[src/rtl/tade_pkg.sv]
package tade_pkg;

    // pin groups
    localparam int unsigned TADE_ADDR_W  = 10;
    localparam int unsigned TADE_DATA_W  = 8;
    localparam int unsigned TADE_PINS    = TADE_ADDR_W + TADE_DATA_W;
    localparam int unsigned TADE_SYMS    = 2 * TADE_PINS;   // two line bits per trit
    localparam int unsigned TADE_WORDS   = 3;               // words per cycle
    localparam int unsigned TADE_SYNC_BITS = 12;            // silent bit periods before a word

    // trit codes, first line bit in bit 0
    localparam logic [1:0] TADE_TRIT_LOW   = 2'h0;
    localparam logic [1:0] TADE_TRIT_HIGH  = 2'h3;
    localparam logic [1:0] TADE_TRIT_FLOAT = 2'h2;          // sent as 0 then 1

    // timing
    localparam int unsigned TADE_CLK_PS    = 4000;          // 250 MHz
    localparam int unsigned TADE_BIT_NS    = 400000;        // one line bit period
    localparam int unsigned TADE_BIT_CYC   = (TADE_BIT_NS * 1000) / TADE_CLK_PS;
    localparam int unsigned TADE_SENSE_NS  = 1000;          // weak pull settle time
    localparam int unsigned TADE_SENSE_CYC = (TADE_SENSE_NS * 1000 + TADE_CLK_PS - 1)
                                             / TADE_CLK_PS;
    localparam int unsigned TADE_LAG_MS    = 150;           // longest refresh lag

    // tri-state pins as seen at the device
    typedef struct packed {
        logic [TADE_DATA_W-1:0] payload;
        logic [TADE_ADDR_W-1:0] addr;
    } tade_pins_s;

    // line side outputs
    typedef struct packed {
        logic active;   // transmitter keyed on for a cycle
        logic data;     // serial modulation level
    } tade_line_s;

    typedef enum logic [2:0] {
        TADE_IDLE,
        TADE_SENSE_UP,
        TADE_SENSE_DN,
        TADE_SYNC,
        TADE_BITS
    } tade_state_e;

endpackage : tade_pkg

[src/rtl/tade_encoder.sv]
`timescale 1ns/1ps

module tade_encoder
    import tade_pkg::*;
#(
    parameter int unsigned BIT_CYC = TADE_BIT_CYC
) (
    // clock and reset
    input  wire logic       sys_clk,
    input  wire logic       rst,
    // host side
    input  wire logic       send_request_line,
    input  wire tade_pins_s pins,
    // weak pull control, one shared direction for all pins
    output tade_pins_s      pull_up_sel,
    // line side
    output tade_line_s      line
);

    localparam logic [31:0] BIT_LAST  = 32'(BIT_CYC - 1);
    localparam logic [31:0] QUARTER   = 32'(BIT_CYC / 4);
    localparam logic [31:0] THREE_Q   = 32'((3 * BIT_CYC) / 4);
    localparam logic [31:0] SENSE_END = 32'(TADE_SENSE_CYC - 1);
    localparam logic [31:0] SYNC_END  = 32'(TADE_SYNC_BITS * BIT_CYC - 1);
    localparam logic [5:0]  SYM_LAST  = 6'(TADE_SYMS - 1);
    localparam logic [1:0]  WORD_LAST = 2'(TADE_WORDS - 1);

    typedef struct packed {
        tade_state_e                  st;
        logic [31:0]                  timer;
        logic [1:0]                   word;
        logic [5:0]                   sym;
        logic                         pull_up;
        logic [TADE_PINS-1:0]         samp_up;
        logic [TADE_SYMS-1:0]         code;
        logic                         tx;
        logic                         active;
    } tade_state_s;

    tade_state_s          s_q;
    tade_state_s          s_d;
    logic [TADE_PINS-1:0] pin_now;
    logic [TADE_SYMS-1:0] code_w;

    // pin order fixes the word order: address 0..9 then payload 0..7
    assign pin_now = {pins.payload, pins.addr};

    // per pin tri-state resolve from the two weak-pull samples
    genvar gi;
    generate
        for (gi = 0; gi < TADE_PINS; gi++) begin : g_trit
            always_comb begin
                if (s_q.samp_up[gi] && !pin_now[gi]) begin
                    code_w[2*gi+1:2*gi] = TADE_TRIT_FLOAT;
                end else if (pin_now[gi]) begin
                    code_w[2*gi+1:2*gi] = TADE_TRIT_HIGH;
                end else begin
                    code_w[2*gi+1:2*gi] = TADE_TRIT_LOW;
                end
            end
            // every pin, so the floating address and payload pins are all covered
            a_float_code: assert property (@(posedge sys_clk) disable iff (rst)
                (s_q.st == TADE_SENSE_DN && s_q.timer == SENSE_END && s_q.samp_up[gi]
                 && !pin_now[gi]) |=> (s_q.code[2*gi+1:2*gi] == TADE_TRIT_FLOAT))
                else $error("floating pin not coded as float");
        end
    endgenerate

    // next state
    always_comb begin
        s_d       = s_q;
        s_d.timer = s_q.timer + 32'h1;
        case (s_q.st)
            TADE_IDLE: begin
                s_d.timer   = '0;
                s_d.tx      = 1'b0;
                s_d.active  = 1'b0;
                s_d.pull_up = 1'b1;
                // level, not edge: a request tied high sends straight out of reset
                if (send_request_line) begin
                    s_d.st     = TADE_SENSE_UP;
                    s_d.active = 1'b1;
                end
            end
            TADE_SENSE_UP: begin
                if (s_q.timer == SENSE_END) begin
                    s_d.samp_up = pin_now;
                    s_d.pull_up = 1'b0;
                    s_d.timer   = '0;
                    s_d.st      = TADE_SENSE_DN;
                end
            end
            TADE_SENSE_DN: begin
                if (s_q.timer == SENSE_END) begin
                    s_d.code    = code_w;
                    s_d.pull_up = 1'b1;
                    s_d.timer   = '0;
                    s_d.word    = '0;
                    s_d.st      = TADE_SYNC;
                end
            end
            TADE_SYNC: begin
                s_d.tx = 1'b0;
                if (s_q.timer == SYNC_END) begin
                    s_d.timer = '0;
                    s_d.sym   = '0;
                    s_d.st    = TADE_BITS;
                    s_d.tx    = 1'b1;
                end
            end
            TADE_BITS: begin
                // a 1 stays high for three quarters of the bit, a 0 for one quarter
                if (s_q.code[s_q.sym]) begin
                    s_d.tx = (s_d.timer < THREE_Q);
                end else begin
                    s_d.tx = (s_d.timer < QUARTER);
                end
                if (s_q.timer == BIT_LAST) begin
                    s_d.timer = '0;
                    s_d.tx    = 1'b1;
                    if (s_q.sym != SYM_LAST) begin
                        s_d.sym = s_q.sym + 6'h1;
                    end else if (s_q.word != WORD_LAST) begin
                        s_d.word = s_q.word + 2'h1;
                        s_d.st   = TADE_SYNC;
                        s_d.tx   = 1'b0;
                    end else if (send_request_line) begin
                        // resample before the next cycle so new inputs get sent
                        s_d.st = TADE_SENSE_UP;
                        s_d.tx = 1'b0;
                    end else begin
                        // request only ends sending at a cycle boundary
                        s_d.st     = TADE_IDLE;
                        s_d.tx     = 1'b0;
                        s_d.active = 1'b0;
                    end
                end
            end
            default: begin
                s_d.st = TADE_IDLE;
            end
        endcase
    end

    // state register
    always_ff @(posedge sys_clk) begin
        if (rst) begin
            s_q         <= '0;
            s_q.st      <= TADE_IDLE;
            s_q.pull_up <= 1'b1;
        end else begin
            s_q <= s_d;
        end
    end

    // outputs straight from the state flops
    assign pull_up_sel = {TADE_PINS{s_q.pull_up}};
    assign line.data   = s_q.tx;
    assign line.active = s_q.active;

    // checks
    a_idle_silent: assert property (@(posedge sys_clk) disable iff (rst)
        (s_q.st == TADE_IDLE) |-> !line.data && !line.active)
        else $error("line busy while idle");

    a_start_on_req: assert property (@(posedge sys_clk) disable iff (rst)
        (s_q.st == TADE_IDLE && send_request_line) |=> (s_q.st == TADE_SENSE_UP)
        && line.active)
        else $error("request did not start a cycle");

    a_power_up_send: assert property (@(posedge sys_clk)
        $fell(rst) && send_request_line |=> (s_q.st == TADE_SENSE_UP))
        else $error("tied-high request not sent after reset");

    a_word_count: assert property (@(posedge sys_clk) disable iff (rst)
        (s_q.st == TADE_BITS) |-> (s_q.word <= WORD_LAST) && (s_q.sym <= SYM_LAST))
        else $error("word or symbol count out of range");

    a_word_next: assert property (@(posedge sys_clk) disable iff (rst)
        (s_q.st == TADE_BITS && s_q.timer == BIT_LAST && s_q.sym == SYM_LAST
         && s_q.word != WORD_LAST) |=> (s_q.st == TADE_SYNC)
        && (s_q.word == $past(s_q.word) + 2'h1))
        else $error("next word not started");

    a_cycle_repeat: assert property (@(posedge sys_clk) disable iff (rst)
        (s_q.st == TADE_BITS && s_q.timer == BIT_LAST && s_q.sym == SYM_LAST
         && s_q.word == WORD_LAST && send_request_line)
        |=> (s_q.st == TADE_SENSE_UP) && line.active)
        else $error("held request did not repeat the cycle");

    // active drops on the same edge as the move to idle; a new request may follow at once
    a_cycle_stop: assert property (@(posedge sys_clk) disable iff (rst)
        (s_q.st == TADE_BITS && s_q.timer == BIT_LAST && s_q.sym == SYM_LAST
         && s_q.word == WORD_LAST && !send_request_line)
        |=> (s_q.st == TADE_IDLE) && !line.active && !line.data)
        else $error("cycle did not stop after request fell");

    // anywhere short of the last bit end, a low request must not end the cycle
    a_mid_fall_go: assert property (@(posedge sys_clk) disable iff (rst)
        (s_q.st != TADE_IDLE && !send_request_line
         && !(s_q.st == TADE_BITS && s_q.timer == BIT_LAST && s_q.sym == SYM_LAST
              && s_q.word == WORD_LAST)) |=> (s_q.st != TADE_IDLE) && line.active)
        else $error("cycle cut short");

    a_data_order: assert property (@(posedge sys_clk) disable iff (rst)
        (s_q.st == TADE_SENSE_DN && s_q.timer == SENSE_END && pins.payload[0])
        |=> (s_q.code[2*TADE_ADDR_W+1:2*TADE_ADDR_W] == TADE_TRIT_HIGH))
        else $error("payload bit 0 not after the address");

    a_pull_phase: assert property (@(posedge sys_clk) disable iff (rst)
        (s_q.st == TADE_SENSE_DN) |-> (pull_up_sel == '0))
        else $error("pull-down phase drives pull-up");

endmodule : tade_encoder

[config.mk]
export PLATFORM = sky130hd
export DESIGN_NAME = tade_encoder
export DESIGN_NICKNAME = d
export VERILOG_FILES = /design/src/rtl/tade_pkg.sv /design/src/rtl/tade_encoder.sv
export SDC_FILE = /design/constraint.sdc
export NUM_CORES = 1
export LEC_CHECK = 0
export BUFFER_PORTS_ARGS = -buffer_cell sky130_fd_sc_hd__buf_2
export CORE_MARGIN = 3
export CORE_UTILIZATION = 29
export DETAILED_ROUTE_END_ITERATION = 10
export MAX_ROUTING_LAYER = met4
export PLACE_DENSITY = 0.5
export REMOVE_ABC_BUFFERS = 1
export SLEW_MARGIN = 10
export SYNTH_ARGS = -nofsm -noshare
export SYNTH_HDL_FRONTEND = slang
export SYNTH_SLANG_ARGS = --single-unit
export TNS_END_PERCENT = 20
[constraint.sdc]
create_clock -name sys_clk -period 2.7 [get_ports sys_clk]
set_input_delay 0.54 -clock sys_clk [delete_from_list [all_inputs] [get_ports sys_clk]]
set_output_delay 0.54 -clock sys_clk [all_outputs]
set_load 0.01 [all_outputs]
==> reports/metrics.yaml <==
outcome: "complete, no violations"
place_congestion: 0.8369
hold_viol: 0
hpwl_mm: 8.883
synthCells: 645
start_util_pct: 30.06
syn_area_sq_um: 5271
timing.fmax_mhz: 402.2
power.switching_mw: 0.7441
fin_setup_tns_ns: 0
post_synth.cell_area_avg_sq_um: 8.173
yosysUniqueCellTypes: 67
vdd_drop_max_uv: 313.6
grt_pass1_vias: 4144
track_usage_pct: 13.22
clockBufferDepth: 2
root_buffer: "clkbuf_16"
clkTransAtPathRegs_ns: 0.07
p_leak_nw: 2.029
drt_first_iter_violations: 385
worstMarginPinSlew_ns: 0.6476
synthArstFlopShare_pct: 0
final_max_slew_viol_count: 0
wire_per_inst_um: 14.15
wl_mm: 12.62
drt_first_pass_iters: 4
fin_crit_sh_pct: 92.08
clockPowerShare_pct: 46.2
die_h_um: 140.8
cts_inserted_buffers: 9
worst-path-max-fanout: 8
num_vias: 4434
grt_pass1_wl_mm: 20.88
io_pins: 41
nets: 687
setup_violations: 0
ys_seq_elements: 100
grt_max_degree: 38
min_path_type: "in -> reg"
ctsHoldBuffers: 0
area_growth_pct: 13.62
synth_warnings: 0
yosysTopAreaCell: "dfxtp_1"
synth_top_area_share_pct: 37.98
power.density_nw_per_um2: 522.8
crit_arrival_ns: 2.79
yosysSeqAreaShare_pct: 37.98
cts_tree: "yes"
required_ns: 3.00
rsz0062_at_grt: "false"
relSlewSlack_pct: 56.76
p_comb_share_pct: 6.1
cellInternalPower_mw: 2.387
grt_overflow: 0
htreeDepth: 3
antenna_found_initial: 0
finClkSkew_ns: 0.007605
diodes: 0
criticalPathCategory: "reg -> reg"
cp-end-kind: "flip-flop"
coreArea_sq_um: 17540
die_x_um: 140.8
fin_util_pct: 34.15
clkSinkCount: 100
vias_per_cell: 4.971
min_period_ns: 2.486
antenna_left: 0
synth_edf_count: 0
drv_cap: 0
drive_gt1_share_pct: 16.04
num_rows: 48
ys.flop_type: "dfxtp_1"
cp-start-kind: "flip-flop"
synth.top_cells.by_area: "dfxtp_1, nand2_1, nor2_1"
fp.dieArea_sq_um: 19830
port-buffer-count: 40
switching_share_pct: 23.76
insertion_delay_ns: 0.35
drc_errors: 0
pwr-share-seq_pct: 47.7
## cell usage after synthesis (all sizes together) (5+ instances only)
cell,number
nor4b,5
mux2i,12
and3,10
a21oi,45
nor2b,11
nor4,14
nand3,26
mux4,5
nand2,101
a211oi,5
nand4,12
xnor2,17
inv,8
buf,39
o21ai,6
nor3,47
nor2,74
dfxtp,100
xor2,21
clkbuf,22
## per-stage QoR
step	hold WS (ns)	power (mW)	worst slack, ns	instance area, sq um	cells
final	0.4313	3.132	0.2138	5989	892
after global routing	0.4386	3.256	0.009575	5989	892
after CTS	0.4176	3.182	0.1220	5959	889
after detailed placement	0.4455	1.721	0.1591	5628	873
after global placement	0.4364	1.719	0.2218	5628	873
after floorplan	0.4226	1.618	0.03508	4941	584
## metal layers
metal | global-route usage [%] | up-vias | part of all wire, %
met5 | - | - | 0
met1 | 17.09 | 2078 | 47
met4 | 4.589 | 0 | 1.9
met2 | 20.41 | 79 | 47
li1 | - | 2258 | -
met3 | 2.985 | 19 | 3.4
## final timing paths
kind / startpoint / end / slack [ns] / cells past startpoint
worst min-delay path: send_request_line / line[1]$_SDFFE_PP0P_ / 0.43 / 3
worst max-delay path: s_q[66]$_SDFF_PP0_ / line[0]$_SDFFE_PP0P_ / 0.21 / 8
worst min register to register: s_q[2]$_SDFFE_PP0P_ / s_q[2]$_SDFFE_PP0P_ / 0.45 / 2
worst max register to register: s_q[66]$_SDFF_PP0_ / line[0]$_SDFFE_PP0P_ / 0.21 / 8
## sequential cells by signal (all words and copies together) (netlist names)
register	cells
s_q	97
line	2
pull_up_sel	1
## power by group through the flow
stage,combinational (mW),clock (mW),sequential [mW]
finish,0.191,1.45,1.49
global route,0.211,1.55,1.49
CTS,0.194,1.50,1.49
detailed placement,0.193,0,1.53
global placement,0.192,0,1.53
floorplan,0.0738,0,1.54
## timing repair
item,CTS,global route
setup buffers,0,3
endpoints found under the setup margin,0,1
gates resized for setup,0,2
## layout by cell type (no fill, tap or decap), types with 3 or more instances in the layout
cell and n:
a211oi_1 4, a21oi_1 45, and2_1 3, and3_1 10, and4_1 4, buf_2 40, buf_4 25, clkbuf_16 9
dfxtp_1 100, ha_1 4, inv_1 8, inv_8 3, mux2i_1 12, mux4_2 5, nand2_1 101, nand3_1 26
nand3b_1 3, nand4_1 12, nor2_1 73, nor2b_1 11, nor3_1 46, nor3b_1 3, nor4_1 8, nor4_2 3
nor4_4 3, nor4b_1 3, o21ai_0 5, o31ai_1 4, or2_2 4, or3_1 4, xnor2_1 17, xor2_1 21
## worst max-delay path, stage by stage, from the launching register on
cell	delay (ns)
dfxtp_1	0.46
ha_1	0.28
nand4_1	0.21
nor4_4	0.42
and3_1	0.28
and3_1	0.18
o221ai_1	0.13
nor4_1	0.28
a31o_2	0.18
## area by class of cell
class	count	area, sq um
clock buffers	9	225.2
inverters	8	30.03
multi-input cells	476	2917
fillers	1831	11550
clock inverters	7	106.4
repair buffers	67	427.9
flip-flops and latches	100	2002
well taps	225	281.5
## logic make-up (layout without fill, tap and decap cells)
| group | after synthesis | in the layout | share of synthesized area (%) |
|---|---|---|---|
| simple gates | 330 | 330 | 32.19 |
| fa+ha+maj | 4 | 4 | 0.9495 |
| mux | 17 | 17 | 4.415 |
| compound gates | 87 | 87 | 11.32 |
| flops | 100 | 100 | 37.98 |
| xor+xnor | 38 | 38 | 6.314 |
| buf+inv | 69 | 91 | 6.836 |
Note: power is estimated with default switching activity, not from simulation.
